## src/hdl/aicc_pkg.sv

```systemverilog
// =============================================================
// Shared constants and types for the input configuration block
// =============================================================
package aicc_pkg;

   // =============================================================
   // Register port
   // =============================================================
   localparam int          ADDR_W   = 4;      // Register address width
   localparam int          DATA_W   = 16;     // Register data width
   localparam logic [3:0]  CTRL_OFS = 4'h0;   // Control register
   localparam logic [3:0]  STAT_OFS = 4'h1;   // Last selection status
   localparam logic [3:0]  RSLT_OFS = 4'h2;   // Last formatted result

   // =============================================================
   // Converter figures
   // =============================================================
   localparam int          RES_BITS_DEF  = 12;    // 12-bit variant, 4096 codes
   localparam int          RES_BITS_ALT  = 10;    // 10-bit variant, 1024 codes
   localparam logic [2:0]  COMMON_REF_CH = 3'h7;  // Shared negative input

   // Input arrangement, coded as {input_config_bit1, input_config_bit0}
   typedef enum logic [1:0] {
      CFG_SINGLE  = 2'b00,  // Eight single-ended channels
      CFG_PSEUDO4 = 2'b01,  // Four pseudo differential pairs
      CFG_DIFF4   = 2'b10,  // Four fully differential pairs
      CFG_PSEUDO7 = 2'b11   // Seven inputs against the common reference
   } aicc_cfg_t;

   // Control register layout, bit 0 at the bottom
   typedef struct packed {
      logic       coding;        // [8] 1 = twos complement output
      logic       span2;         // [7] 1 = zero to twice reference
      logic       seq_src;       // [6] sequence_source_bit
      logic       seq_en;        // [5] sequence_enable_bit
      aicc_cfg_t  cfg;           // [4:3] input_config_bit1/bit0
      logic [2:0] chan;          // [2:0] channel_select_msb..lsb
   } aicc_ctrl_t;

   localparam aicc_ctrl_t CTRL_RST = '{coding: 1'b0, span2: 1'b0, seq_src: 1'b0,
                                       seq_en: 1'b0, cfg: CFG_SINGLE, chan: 3'h0};

   // Front-end selection held for one conversion
   typedef struct packed {
      logic [2:0] pos;           // Positive input channel
      logic [2:0] neg;           // Negative input channel
      logic       neg_gnd;       // Negative side tied to analog ground
      logic       span2;         // Doubled input span
      logic       twos;          // Twos complement coding
   } aicc_sel_t;

   localparam aicc_sel_t SEL_RST = '{pos: 3'h0, neg: 3'h0, neg_gnd: 1'b1,
                                     span2: 1'b0, twos: 1'b0};

endpackage : aicc_pkg

```

## src/hdl/aicc_input_ctrl.sv

```systemverilog
`timescale 1ns/1ns
// How it works
// - Config 00 gives eight single-ended channels
// - Config bit1 only gives four differential pairs
// - Bit0 only: pseudo pairs; both: seven pseudo
// - Seven-input mode references channel seven
// - Sequence bits are stored; channel field always picks the channel
// - Sequence bits zero: host picks any channel
// - Each write picks next channel, no stepping
// - Span of one or two references, all modes
// - Full swing maps to 4096 or 1024 codes
// - Span bit zero single, one double
// - Output straight binary or twos complement
module aicc_input_ctrl
   import aicc_pkg::*;
#(
   parameter int RES_BITS = RES_BITS_DEF           // Converter resolution
) (
   input  wire logic                clk,            // 10 MHz system clock
   input  wire logic                resetn,         // Synchronous, active low
   input  wire logic [ADDR_W-1:0]   reg_addr,       // Register address
   input  wire logic [DATA_W-1:0]   reg_wdata,      // Register write data
   input  wire logic                reg_wr,         // Write strobe
   input  wire logic                reg_rd,         // Read strobe
   output      logic [DATA_W-1:0]   reg_rdata,      // Read data, cycle after strobe
   input  wire logic                sample_trigger, // Falling edge starts a sample
   output      logic                conv_start,     // One-cycle start to the core
   output      logic                conv_busy,      // Conversion in progress
   input  wire logic                raw_valid,      // Core result strobe
   input  wire logic [RES_BITS-1:0] raw_code,       // Core straight binary code
   output      aicc_sel_t           front_sel,      // Mux and span selection
   output      logic [RES_BITS-1:0] result,         // Formatted result
   output      logic                result_valid    // One-cycle result strobe
);

   // =============================================================
   // Elaboration check
   // =============================================================
   // Only the two documented variants have a defined code map
   if (RES_BITS != RES_BITS_DEF && RES_BITS != RES_BITS_ALT) begin : g_bad_res
      $error("RES_BITS must be 10 or 12");
   end

   typedef enum logic {ST_IDLE, ST_CONV} aicc_state_t;

   // =============================================================
   // Register state
   // =============================================================
   aicc_ctrl_t          ctrl_q, ctrl_d;     // Control register
   logic [DATA_W-1:0]   rdata_q, rdata_d;   // Read data holding flop
   logic                ctrl_wr;            // Control write this cycle
   // Read back over the register port, so declared ahead of the read mux
   aicc_sel_t           sel_q, sel_d;       // Selection frozen for a sample
   logic [RES_BITS-1:0] res_q, res_d;       // Formatted result

   // Control write decode and read mux
   always_comb begin
      ctrl_wr = reg_wr && (reg_addr == CTRL_OFS);
      ctrl_d  = ctrl_q;
      rdata_d = '0;
      // Each write fully replaces the fields, nothing steps on its own
      if (ctrl_wr) begin
         ctrl_d = aicc_ctrl_t'(reg_wdata[$bits(aicc_ctrl_t)-1:0]);
      end
      if (reg_rd) begin
         case (reg_addr)
            CTRL_OFS: rdata_d = DATA_W'(ctrl_q);
            STAT_OFS: rdata_d = DATA_W'({conv_busy, sel_q});
            RSLT_OFS: rdata_d = DATA_W'(res_q);
            // Unmapped addresses read as zero
            default:  rdata_d = '0;
         endcase
      end
   end

   // Register the control word and read data
   always_ff @(posedge clk) begin
      if (!resetn) begin
         ctrl_q  <= CTRL_RST;
         rdata_q <= '0;
      end else begin
         ctrl_q  <= ctrl_d;
         rdata_q <= rdata_d;
      end
   end

   assign reg_rdata = rdata_q;

   // =============================================================
   // Channel mapping
   // =============================================================
   aicc_sel_t new_sel;  // Selection the current control word asks for

   // Decode arrangement and channel field into mux settings.
   // The sequencer modes are outside this block; with any sequence
   // bit set the address field is still used so the mux never floats.
   always_comb begin
      new_sel.span2 = ctrl_q.span2;
      new_sel.twos  = ctrl_q.coding;
      case (ctrl_q.cfg)
         CFG_SINGLE: begin
            new_sel.pos     = ctrl_q.chan;
            new_sel.neg     = 3'h0;
            new_sel.neg_gnd = 1'b1;
         end
         CFG_DIFF4, CFG_PSEUDO4: begin
            // Pair index from the upper bits, low bit swaps polarity
            new_sel.pos     = ctrl_q.chan;
            new_sel.neg     = {ctrl_q.chan[2:1], ~ctrl_q.chan[0]};
            new_sel.neg_gnd = 1'b0;
         end
         CFG_PSEUDO7: begin
            new_sel.pos     = ctrl_q.chan;
            new_sel.neg     = COMMON_REF_CH;
            new_sel.neg_gnd = 1'b0;
         end
         default: begin
            new_sel.pos     = ctrl_q.chan;
            new_sel.neg     = 3'h0;
            new_sel.neg_gnd = 1'b1;
         end
      endcase
   end

   // =============================================================
   // Conversion control
   // =============================================================
   aicc_state_t         state_q, state_d;   // Idle or converting
   logic                trig_q;             // Trigger level last cycle
   logic                rv_q, rv_d;         // Result strobe
   logic                trig_fall;          // Falling edge seen

   // Start on a falling trigger edge while idle; edges during a
   // conversion are ignored so a sample is never cut short.
   always_comb begin
      trig_fall = trig_q && !sample_trigger;
      state_d   = state_q;
      sel_d     = sel_q;
      res_d     = res_q;
      rv_d      = 1'b0;
      case (state_q)
         ST_IDLE: begin
            if (trig_fall) begin
               sel_d   = new_sel;
               state_d = ST_CONV;
            end
         end
         ST_CONV: begin
            // Selection stays put even if the host writes meanwhile
            if (raw_valid) begin
               // Twos complement is the binary code with the MSB flipped
               res_d   = sel_q.twos ? {~raw_code[RES_BITS-1], raw_code[RES_BITS-2:0]}
                                    : raw_code;
               rv_d    = 1'b1;
               state_d = ST_IDLE;
            end
         end
         default: state_d = ST_IDLE;
      endcase
   end

   // Register conversion state
   always_ff @(posedge clk) begin
      if (!resetn) begin
         state_q <= ST_IDLE;
         sel_q   <= SEL_RST;
         trig_q  <= 1'b1;
         res_q   <= '0;
         rv_q    <= 1'b0;
      end else begin
         state_q <= state_d;
         sel_q   <= sel_d;
         trig_q  <= sample_trigger;
         res_q   <= res_d;
         rv_q    <= rv_d;
      end
   end

   assign conv_start   = trig_fall && (state_q == ST_IDLE);
   assign conv_busy    = (state_q == ST_CONV);
   assign front_sel    = sel_q;
   assign result       = res_q;
   assign result_valid = rv_q;
endmodule : aicc_input_ctrl

```

## config.mk

```make
export PLATFORM = sky130hd
export DESIGN_NAME = aicc_input_ctrl
export DESIGN_NICKNAME = d
export VERILOG_FILES = /design/src/hdl/aicc_pkg.sv /design/src/hdl/aicc_input_ctrl.sv
export SDC_FILE = /design/constraint.sdc
export NUM_CORES = 1
export LEC_CHECK = 0
export BUFFER_PORTS_ARGS = -buffer_cell sky130_fd_sc_hd__buf_2
export CORE_ASPECT_RATIO = 0.8
export CORE_UTILIZATION = 42
export DETAILED_ROUTE_END_ITERATION = 8
export HOLD_SLACK_MARGIN = 0.15
export MAX_ROUTING_LAYER = met4
export PLACE_DENSITY_LB_ADDON = 0.05
export SETUP_SLACK_MARGIN = 0.2
export SYNTH_ARGS = -nofsm -noshare
export SYNTH_HDL_FRONTEND = slang
export SYNTH_SLANG_ARGS = --single-unit
```

## constraint.sdc

```tcl
create_clock -name clk -period 1.2 [get_ports clk]
set_input_delay 0.06 -clock clk [delete_from_list [all_inputs] [get_ports clk]]
set_output_delay 0.06 -clock clk [all_outputs]
set_load 0.02 [all_outputs]
```

Yosys cells after proc, flatten, opt, wreduce, memory -nomap -nowiden:

Cells that the tools add are included.

* flip-flop bits (word level): 49
* bits in latches: 0
* memory bits (writable): 0
* ROM bits: 0
* output and inout bits: 40
* logic and storage cells: 42
* memories: 0

* add/sub/neg operators: 0
* multipliers: 0
* div/mod/pow operators: 0
* $lt $le $gt $ge: 0
* equality and inequality tests: 5
* shift operators: 0
* muxes and demuxes: 7
* bitwise gates (word level): 3
* reductions and logical operators: 11

Operators by type and width (number)
* one-hot mux 12 bit (3 select lines): 1
* one-hot mux 7 bit (3 select lines): 1
* 2-to-1 mux 12 bit: 1
* AND reduction 2 bit: 4
* == test 2 bit, second input constant: 2
* == test 4 x 1 -> 1 bit, second input constant: 1
* == test 4 x 2 -> 1 bit, second input constant: 1
* zero test 4 bit: 1
* logical AND 1 bit: 3
* 2-to-1 mux 1 bit: 3
* NOT 1 bit: 3
* == test 2 x 1 -> 1 bit, second input constant: 1
* zero test 2 bit: 1
* one-hot mux 1 bit (2 select lines): 1
* OR reduction 2 bit: 1
* zero test 1 bit: 1

Longest topological paths before layout:

Gate-level depths: netlist (run 1).

* depth after elaboration: 4
* depth in mapped cells: 5
* depth with buffers taken out: 4

Least setup slack after synthesis (run 1):

No wires, ideal clock.

* path type: register to register
* start: register state_q (netlist: conv_busy)
* end: register sel_q (netlist bit front_sel[0])
* data arrival time: 1.332 ns
* data required time: 1.124 ns
* setup slack: -0.208 ns
* cell stages (with the launch flop): 5
* buffers on the path: 0
* cells stage by stage: dfxtp_1 > or3b_2 > inv_1 > nand2_1 > a21boi_0

* word-level cells in the longest chain between the ends: 2

Ends and longest elaborated chain
* start: declaration: RTL line aicc_input_ctrl.sv:128 `aicc_state_t state_q, state_d;`
* start signal: assignment: RTL line aicc_input_ctrl.sv:171 `state_q <= state_d;`
* NOT 1 bit
* AND reduction 2 bit (no line)
* end signal: assignment: RTL line aicc_input_ctrl.sv:172 `sel_q <= sel_d;`
* end: declaration: RTL line aicc_input_ctrl.sv:53 `aicc_sel_t sel_q, sel_d;`

No other way between the ends.
A chain may end at the register's enable or synchronous reset.

Worst setup path in the final report (run 1):

* start: register state_q (netlist: conv_busy)
* end: output conv_start

* word-level cells in the longest chain between the ends: 2

Ends and longest elaborated chain
* NOT 1 bit
* logical AND 1 bit: RTL line aicc_input_ctrl.sv:179 `assign conv_start = trig_fall && (state_q == ST_IDLE);`
* end: declaration: RTL line aicc_input_ctrl.sv:27 `output logic conv_start,`

No other way between the ends.

==> results of run 1 <==
routing by layer:
metal  share of wire, %  GRT usage (%)
met5                  0              -
met4                1.5           9.79
met3                6.0           4.98
met2                 44           34.1
met1                 48           30.7
how the worst min path moves through the flow:
stage	slack [ns]	from	end
CTS	0.16	raw_valid	result[10]
detailed placement	0.28	resetn	trig_q
finish	0.16	reg_rd	reg_rdata[10]
global placement	0.29	resetn	trig_q
global route	0.17	raw_valid	result[10]
floorplan	0.19	sample_trigger	trig_q
worst reg2reg max path, cell delays in order, from the launching register on:
cell and delay (ns):
dfxtp_4 0.36, or3b_4 0.40, buf_4 0.17, buf_12 0.13, nand3_1 0.07, o21ai_1 0.06
layout make-up:
cell class,count,area share (%)
Clock buffer,8,3.92
Timing Repair Buffer,110,29.1
Inverter,4,0.661
Multi-Input combinational cell,136,32.0
Sequential cell,45,31.9
Tap cell,55,2.42
power groups by stage:
stage          clock, mW  sequential [mW]  combinational (mW)
4_1_cts             1.12             1.54               0.431
5_1_grt             1.20             1.54               0.497
2_1_floorplan          0             1.60               0.157
3_5_place_dp           0             1.58               0.315
3_3_place_gp           0             1.58               0.314
6_report            1.10             1.54               0.459
Yosys cell counts (2+ instances only):
master,instances
a21oi_1,3
o21ai_0,3
nand2_1,55
a21boi_0,17
inv_1,4
nand3_1,4
clkbuf_1,5
dfxtp_1,45
buf_2,3
mux2i_1,11
buf_4,5
and2_1,3
nor2_1,11
a2bb2oi_1,2
a222oi_1,7
ha_1,2
nand2b_1,2
through the flow:
step | power (mW) | instance area, um2 | setup TNS, ns | util [%]
final | 3.10 | 2840 | -0.604 | 71.8
after global routing | 3.24 | 2840 | -0.908 | 71.8
after CTS | 3.09 | 2760 | -0.717 | 69.8
after detailed placement | 1.89 | 2290 | -0.125 | 57.9
after global placement | 1.89 | 2290 | -0.0198 | 57.9
after floorplan | 1.76 | 1850 | -0.0233 | -
layout by cell type (no fill, tap or decap), types with 2 or more instances in the layout:
master	count
inv_2	2
conb_1	4
a222oi_1	7
nand2_4	6
mux2i_1	11
nand3_1	4
dfxtp_1	42
a21oi_1	3
nand2_1	43
nor2_1	11
o21ai_1	3
clkbuf_8	6
nand2b_1	2
a21boi_1	16
dlygate4sd3_1	24
buf_6	6
buf_2	64
buf_4	10
dfxtp_2	2
nand2_2	6
a2bb2oi_1	2
and2_1	2
buf_12	4
logic make-up after synthesis:
group           after synthesis  share of synthesized area (%)
mux                          11                           6.12
simple gates                 84                           21.4
flops                        45                           50.1
buf+inv                      19                           5.64
fa+ha+maj                     2                           1.39
compound gates               34                           14.6
xor+xnor                      1                          0.487
other cells                   1                          0.209
registers in the layout (all words and copies together) (netlist names):
name          cells
result_valid      1
trig_q            1
result           12
conv_busy         1
ctrl_q            9
reg_rdata        12
front_sel         9
repair_timing:
item / in CTS / in global routing
gates resized for setup: 25 / 21
hold buffers: 24 / 0
pin swaps: 3 / 15
gates cloned: 1 / 0
buffers inserted: 5 / 2
endpoints found under the setup margin: 22 / 27
hold endpoints to repair: 24 / 0
==> summary.txt, run 1 <==
Status
  • Outcome: finished, violations left
  • Failing checks: negative setup slack

Flow run
  • Max Cap Viol: 0

Worst setup path
  • Slowest CP cell: or3b_4
  • WP data arrival: 1.25 ns
  • Critical path fanouts, max: 2
  • Setup crit end kind: output port
  • Crit-path cells: or3b_4 > clkinvlp_4 > buf_6
  • Reg2reg path depth: 5
  • Crit Reg-Reg Endpoint: front_sel[4]
  • Required @ worst endpoint: 1.14 ns
  • Worst path top cell family by delay: simple AND/OR/NAND/NOR gates
  • R2R Setup Slk: -0.08 ns
  • Critical path type: reg2out
  • CP endpoint: conv_start
  • Cell count along the critical path: 3
  • CP startpoint kind: register
  • Worst Path Buf+Inv: 2
  • CP startpoint: conv_busy
  • R2R Path Start: conv_busy
  • Max incr delay on CP: 0.40 ns

Die
  • Die height: 60.5 um
  • Chip Width: 75.2 um
  • I/O pins: 78
  • Placement Rows: 20
  • Core footprint: 3950 um2
  • Starting Density: 45.5%
  • Die area: 4550 um2

Power
  • Sequential share of power: 49.7%
  • Worst VDD drop: 648 uV
  • NetSw: 741 uW
  • Sw Share: 23.9%
  • Combinational share of power: 14.8%
  • Clock share of power: 35.5%
  • Static leakage: 1.34 nW
  • Internal cell power: 2.36 mW
  • Pwr/cell area: 1090 nW/um2

Synthesis
  • Number of synthesized flops with an enable pin: 0
  • Seq/Total Area, Yosys: 50.1%
  • Syn Area/Cell: 9.13 um2
  • Synth async-reset ratio: 0%
  • Post-Syn Area: 1800 um2
  • Synth top area cells: dfxtp_1 (50%), nand2_1 (11%), a21boi_0 (7.1%), mux2i_1 (6.1%), a222oi_1 (3.9%)
  • Yosys Warn Count: 0
  • Seq cells post-synth: 45
  • Synth area leader: dfxtp_1
  • Mapped Cells: 197
  • Distinct cells, synth: 32
  • Primary FF master, synth: dfxtp_1
  • Synth top area share: 50.1%

Cells and area
  • FILL cells: 324
  • FF+latch area: 907 um2
  • Area delta synth->final: 58.0%
  • Layout cells sized above 1: 39.6%
  • # diodes: 0
  • Nets: 342
  • Non-Filler Instances: 358
  • Multi-input logic area: 908 um2

Timing
  • Max Freq: 765 MHz
  • Final Hold Violating Endpoints: 0
  • Setup ws final: -0.107 ns
  • Post-route minimum period: 1.31 ns
  • Setup Skew: 0.00525 ns
  • Hold_ws: 0.165 ns
  • Setup Viol. Count Final: 9
  • Final period util: 109%
  • Max-slew violations: 0
  • RSZ-0062 raised after global routing: yes

Clocking
  • Worst-Skew Late Latency: 0.29 ns
  • Clock Tree Root: clkbuf_8
  • CTS tree: built
  • H-tree depth reported by CTS: 2
  • Max clock buf depth: 2
  • Number of CTS-inserted buffers: 5
  • Clock sink count: 45
  • Worst-path clk slew: 0.08 ns

Worst hold path
  • HP Class: in2reg
  • WHS Path Cells: 3

Route
  • Post-DRT Antenna Nets: 0
  • DR WL/cell: 13.2 um
  • Routed vias: 1756
  • Via/cell ratio: 4.91
  • DRC violations left: 0
  • Routed wire length: 4.71 mm
  • 1st-iter DRT viols: 143
  • Drt pass-1 iters: 5

Global routing
  • First-pass GRT wire length: 7.33 mm
  • Global route overflow: 0
  • Antenna violations before repair: 0
  • Total GRT Usage: 23.1%
  • Largest net degree at the start of global routing: 29
  • Vias in the first global route: 1554

Place
  • Post-DP HPWL: 3.15 mm
  • Placed insts: 318
  • Routability Congestion: 0.748
  • Port bufs: 66
  • Pre-CTS WS: -0.0320 ns
Power figures use the tool's default switching activity.
==> run 2: changes to the inputs <==
--- a/config.mk
+++ b/config.mk
@@ -6,13 +6,15 @@
 export NUM_CORES = 1
 export LEC_CHECK = 0
 export BUFFER_PORTS_ARGS = -buffer_cell sky130_fd_sc_hd__buf_2
+export CAP_MARGIN = 20
 export CORE_ASPECT_RATIO = 0.8
 export CORE_UTILIZATION = 42
 export DETAILED_ROUTE_END_ITERATION = 8
 export HOLD_SLACK_MARGIN = 0.15
 export MAX_ROUTING_LAYER = met4
-export PLACE_DENSITY_LB_ADDON = 0.05
+export PLACE_DENSITY = 0.75
 export SETUP_SLACK_MARGIN = 0.2
+export SLEW_MARGIN = 20
 export SYNTH_ARGS = -nofsm -noshare
 export SYNTH_HDL_FRONTEND = slang
 export SYNTH_SLANG_ARGS = --single-unit
==> run 2 against run 1 <==
  * The run still ends with negative setup slack left
  * Maximum frequency rose by 0.92%
  * Worst hold slack got worse by 0.013 ns
  * Final cell count fell by 3.4%
  * Final area fell by 7.7%
  * Critical path depth did not move
  * Critical path type unchanged
==> summary.txt, run 2 (synthesis results as in run 1) <==
Route
  • Drt pass-1 iters: 6 (+1)
  • Routed wire length: 4.47 mm (-5.2%)
  • Routed vias: 1649 (-6.1%)
  • Post-DRT Antenna Nets: 0 (unchanged)
  • DRC violations left: 0 (unchanged)
  • 1st-iter DRT viols: 160 (+12%)
  • DR WL/cell: 12.9 um (-1.9%)
  • Via/cell ratio: 4.77 (-2.8%)

Worst setup path
  • Critical path fanouts, max: 2 (unchanged)
  • Setup crit end kind: output port
  • Worst Path Buf+Inv: 2 (unchanged)
  • Worst path top cell family by delay: simple AND/OR/NAND/NOR gates
  • Slowest CP cell: or3b_4
  • WP data arrival: 1.24 ns (about the same)
  • Critical path type: reg2out
  • Max incr delay on CP: 0.39 ns (about the same)
  • CP startpoint kind: register
  • Required @ worst endpoint: 1.14 ns (about the same)
  • Reg2reg path depth: 3 (-2)
  • Crit-path cells: or3b_4 > clkinvlp_4 > buf_6
  • Cell count along the critical path: 3 (unchanged)

Global routing
  • Total GRT Usage: 21.5% (-1.6 points)
  • Global route overflow: 0 (unchanged)
  • Largest net degree at the start of global routing: 23 (-21%)
  • Vias in the first global route: 1425 (-8.3%)
  • First-pass GRT wire length: 6.82 mm (-7.0%)
  • Antenna violations before repair: 0 (unchanged)

Cells and area
  • Final core occ: 66.3% (-5.5 points)
  • Layout cells sized above 1: 35.1% (-4.6 points)
  • Post-route cell area: 2620 um2 (-7.7%)
  • FILL cells: 341 (+5.2%)
  • Most frequent cells in the layout: buf_2 (64), nand2_1 (54), dfxtp_1 (41)
  • Nets: 331 (-3.2%)
  • Area delta synth->final: 45.8%
  • # diodes: 0 (unchanged)
  • Commonest non-fill, non-tap cell in the layout: buf_2

Die
  • Starting Density: 45.5% (unchanged)
  • Placement Rows: 20 (unchanged)
  • Chip Width: 75.2 um (unchanged)
  • Die height: 60.5 um (unchanged)
  • I/O pins: 78 (unchanged)
  • Die area: 4550 um2 (unchanged)
  • Core footprint: 3950 um2 (unchanged)

Place
  • Routability Congestion: 0.832 (+11%)
  • Placed inst area: 2220 um2 (-2.9%)
  • Pre-CTS WS: -0.0424 ns (-0.0104 ns)
  • Post-DP HPWL: 3.14 mm (-0.55%)
  • Port bufs: 66 (unchanged)

Flow run
  • Max Cap Viol: 0 (unchanged)

Clocking
  • Max clock buf depth: 2 (unchanged)
  • Worst-path clk slew: 0.08 ns (about the same)
  • Worst-Skew Late Latency: 0.29 ns (about the same)
  • Clock Tree Root: clkbuf_8
  • Number of CTS-inserted buffers: 5 (unchanged)
  • Clock sink count: 45 (unchanged)
  • H-tree depth reported by CTS: 2 (unchanged)
  • CTS tree: built

Timing
  • Setup Viol. Count Final: 8 (-1)
  • Max Freq: 772 MHz (+0.92%)
  • Rel. slew slack: 58.8%
  • Setup Skew: 0.00387 ns (-0.00138 ns)
  • Max-slew violations: 0 (unchanged)
  • RSZ-0062 raised after global routing: yes
  • Final period util: 108% (-0.99 points)
  • Final Hold Violating Endpoints: 0 (unchanged)
  • Post-route minimum period: 1.30 ns (-0.0119 ns)
  • Worst-margin pin slew: 0.617 ns
  • Setup ws final: -0.0954 ns (+0.0119 ns)
  • Hold_ws: 0.152 ns (-0.0131 ns)

Worst hold path
  • HP Class: in2reg
  • WHS Path Cells: 3 (unchanged)

Power
  • Worst VDD drop: 700 uV (+8.2%)
  • Static leakage: 1.21 nW (-9.3%)
  • Pwr/cell area: 1110 nW/um2 (+1.9%)

Status
  • Failing checks: negative setup slack
  • Outcome: finished, violations left
-- run 2: cell types whose count changed in the layout (fill, tap and decap cells not counted), sizes merged --
| cell | delta |
|---|---|
| clkinv | +1 |
| buf | -10 |
| clkbuf | -2 |
| dlygate4sd3 | -1 |
-- run 2: final cells by class --
type                    instances  area [um2]  share of cell area [%]
well taps                      55        68.8                    2.63
flip-flops and latches         45         908                    34.7
multi-input cells             136         866                    33.0
inverters                       4        18.8                   0.716
clock buffers                   6        93.8                    3.58
repair buffers                 99         661                    25.2
clock inverters                 1        5.00                   0.191
-- run 2: path summary, 6_finish.rpt --
path / start / endpoint / slack [ns]
worst min register to register: ctrl_q[6] / ctrl_q[6] / 0.48
worst min-delay path: reg_wr / ctrl_q[4] / 0.15
worst max register to register: conv_busy / front_sel[3] / -0.06
worst max-delay path: conv_busy / conv_start / -0.1
-- run 2: metal layers --
metal	GRT usage, %	part of all wire [%]
met4	7.14	0.81
met2	31.1	44
met1	29.8	49
met3	4.49	6.5
met5	-	0
-- run 2: repair_timing --
item / 4_1_cts / 5_1_grt
pin swaps: 3 / 1
setup buffers: 2 / 0
gates resized for setup: 10 / 12
setup endpoints to repair: 25 / 26
hold endpoints to repair: 24 / 0
hold buffers: 23 / 0
-- run 2: stage by stage --
step,setup TNS (ns),instances,power [mW]
after floorplan,-0.0233,200,1.76
after global placement,-0.0159,314,1.86
after detailed placement,-0.115,314,1.86
after CTS,-0.291,346,2.91
after global routing,-0.569,346,3.04
final,-0.301,346,2.92
-- run 2: worst min-delay path: stages --
cell and delay (ns):
buf_2 0.10, nand2_4 0.11, mux2i_1 0.14
-- run 2: power by group --
part	switching, mW	leakage, nW	internal (mW)
registers	0.0219	0.365	1.52
clock network	0.482	0.0522	0.521
logic	0.188	0.794	0.184
total	0.692	1.21	2.22
==> run 3: changes to the inputs <==
--- a/config.mk
+++ b/config.mk
@@ -14,6 +14,7 @@
 export MAX_ROUTING_LAYER = met4
 export PLACE_DENSITY = 0.75
 export SETUP_SLACK_MARGIN = 0.2
+export SKIP_LAST_GASP = 1
 export SLEW_MARGIN = 20
 export SYNTH_ARGS = -nofsm -noshare
 export SYNTH_HDL_FRONTEND = slang
==> run 3 against run 2 <==
  * Critical endpoint unchanged
  * The flow still finishes with violations (negative setup slack)
  * Sequential share of layout area rose by 0.12 points
  * Critical path type unchanged
  * Worst setup slack got worse by 0.0026 ns
  * Final cell count stayed put
  * Clock power about the same
  * Register-to-register slack hardly changed
  * Critical path depth did not move
  * Worst hold slack hardly changed
  * Sequential power about the same
  * Via count up 0.12%
  * Count of clock-buffer cells in the layout unchanged
  * Combinational power is essentially flat
==> summary.txt, run 3 (synthesis results as in run 1) <==
Worst setup path
  • R2R Setup Slk: -0.05 ns (about the same)
  • Setup crit end kind: output port
  • Crit Reg-Reg Endpoint: front_sel[3]
  • CP startpoint kind: register
  • WP data arrival: 1.24 ns (about the same)
  • Reg2reg path depth: 3 (unchanged)
  • Critical path type: reg2out
  • Required @ worst endpoint: 1.14 ns (about the same)
  • Critical path fanouts, max: 2 (unchanged)
  • R2R Path Start: conv_busy

Timing
  • Setup Viol. Count Final: 8 (unchanged)
  • RSZ-0062 raised after global routing: yes
  • Final period util: 108% (+0.22 points)
  • Setup ws final: -0.0980 ns (-0.00264 ns)
  • Post-route minimum period: 1.30 ns (+0.00264 ns)
  • Max-slew violations: 0 (unchanged)
  • Hold_ws: 0.152 ns (-0.0000680 ns)
  • Setup Skew: 0.00281 ns (-0.00106 ns)
  • Rel. slew slack: 59.1% (+0.34 points)
  • Final Hold Violating Endpoints: 0 (unchanged)
  • Worst-margin pin slew: 0.612 ns (-0.00509 ns)
  • Setup TNS: -0.283 ns (+0.0177 ns)
  • Max Freq: 770 MHz (-0.20%)

Cells and area
  • Nets: 331 (unchanged)
  • Non-Filler Instances: 346 (unchanged)
  • Area delta synth->final: 45.3%
  • Most frequent cells in the layout: buf_2 (64), nand2_1 (54), dfxtp_1 (41)
  • Commonest non-fill, non-tap cell in the layout: buf_2
  • # diodes: 0 (unchanged)
  • Layout cells sized above 1: 35.1% (unchanged)

Global routing
  • Largest net degree at the start of global routing: 23 (unchanged)
  • Vias in the first global route: 1425 (unchanged)
  • Global route overflow: 0 (unchanged)
  • First-pass GRT wire length: 6.82 mm (unchanged)
  • Total GRT Usage: 21.5% (unchanged)
  • Antenna violations before repair: 0 (unchanged)

Worst hold path
  • Min-delay src: reg_wr
  • Hold Path End: ctrl_q[4]
  • HP Class: in2reg
  • WHS Path Cells: 3 (unchanged)

Route
  • Drt pass-1 iters: 4 (-2)
  • 1st-iter DRT viols: 130 (-19%)
  • DR WL/cell: 12.9 um (-0.43%)
  • Post-DRT Antenna Nets: 0 (unchanged)
  • Routed vias: 1651 (+0.12%)
  • Routed wire length: 4.45 mm (-0.43%)
  • Via/cell ratio: 4.77 (+0.12%)
  • DRC violations left: 0 (unchanged)

Power
  • Static leakage: 1.20 nW (-0.64%)
  • Pwr/cell area: 1120 nW/um2 (+0.28%)
  • Worst VDD drop: 698 uV (-0.36%)

Clocking
  • H-tree depth reported by CTS: 2 (unchanged)
  • Number of CTS-inserted buffers: 5 (unchanged)
  • Worst-Skew Late Latency: 0.29 ns (about the same)
  • Max clock buf depth: 2 (unchanged)
  • Clock Tree Root: clkbuf_8
  • CTS tree: built
  • Clock sink count: 45 (unchanged)
  • Worst-path clk slew: 0.08 ns (about the same)

Place
  • Placed insts: 314 (unchanged)
  • Routability Congestion: 0.832 (unchanged)
  • Post-DP HPWL: 3.14 mm (unchanged)
  • Port bufs: 66 (unchanged)

Die
  • I/O pins: 78 (unchanged)
  • Die height: 60.5 um (unchanged)
  • Starting Density: 45.5% (unchanged)
  • Core footprint: 3950 um2 (unchanged)
  • Chip Width: 75.2 um (unchanged)
  • Die area: 4550 um2 (unchanged)
  • Placement Rows: 20 (unchanged)

Flow run
  • Max Cap Viol: 0 (unchanged)

Status
  • Failing checks: negative setup slack
  • Outcome: finished, violations left
-- run 3: cell counts in the layout (fill, tap and decap cells not counted) --
No cell type changed its count.
-- run 3: worst max path at each step --
stage	start	endpoint	slack [ns]	cells after the start
2_1_floorplan	ctrl_q[4]	front_sel[3]	-0.008	4
3_3_place_gp	ctrl_q[4]	front_sel[4]	-0.006	4
3_5_place_dp	conv_busy	front_sel[0]	-0.04	4
4_1_cts	conv_busy	conv_start	-0.12	3
5_1_grt	conv_busy	conv_start	-0.13	3
6_report	conv_busy	conv_start	-0.1	3
-- run 3: worst max-delay path, stage by stage (launching register included) --
cell	delay, ns
dfxtp_4	0.35
or3b_4	0.39
clkinvlp_4	0.10
buf_6	0.11
-- run 3: report_power, final --
part | internal, mW | total, mW | switching (mW) | leakage (nW)
sequential | 1.52 | 1.54 | 0.0213 | 0.365
combinational | 0.183 | 0.370 | 0.187 | 0.787
clock | 0.521 | 1.00 | 0.483 | 0.0522
total | 2.22 | 2.91 | 0.691 | 1.20
-- run 3: per-layer routing --
layer  part of all wire [%]  vias to the layer above  track usage (%)
met1                     50                      730             29.8
met4                   0.85                        0             7.14
met2                     43                       69             31.1
li1                       -                      847                -
met3                    6.0                        5             4.49
met5                      0                        -                -
-- run 3: timing repair --
item | 4_1_cts | 5_1_grt
hold buffers | 23 | 0
resized for setup | 9 | 11
setup buffers | 2 | 0
pin swaps | 3 | 1
endpoints found under the hold margin | 24 | 0
setup endpoints to repair | 25 | 26
-- run 3: final cells by class --
cell class	count	area, um2
fillers	341	1340
repair buffers	99	657
clock inverters	1	5.00
multi-input cells	136	861
flip-flops and latches	45	908
well taps	55	68.8
clock buffers	6	93.8
inverters	4	18.8
-- run 3: through the flow --
stage | utilization, % | power (mW) | area (um2) | setup WS [ns]
2_1_floorplan | - | 1.76 | 1850 | -0.00775
3_3_place_gp | 56.2 | 1.86 | 2220 | -0.00563
3_5_place_dp | 56.2 | 1.86 | 2220 | -0.0424
4_1_cts | 65.3 | 2.91 | 2580 | -0.117
5_1_grt | 66.1 | 3.03 | 2610 | -0.129
6_report | 66.1 | 2.91 | 2610 | -0.0980
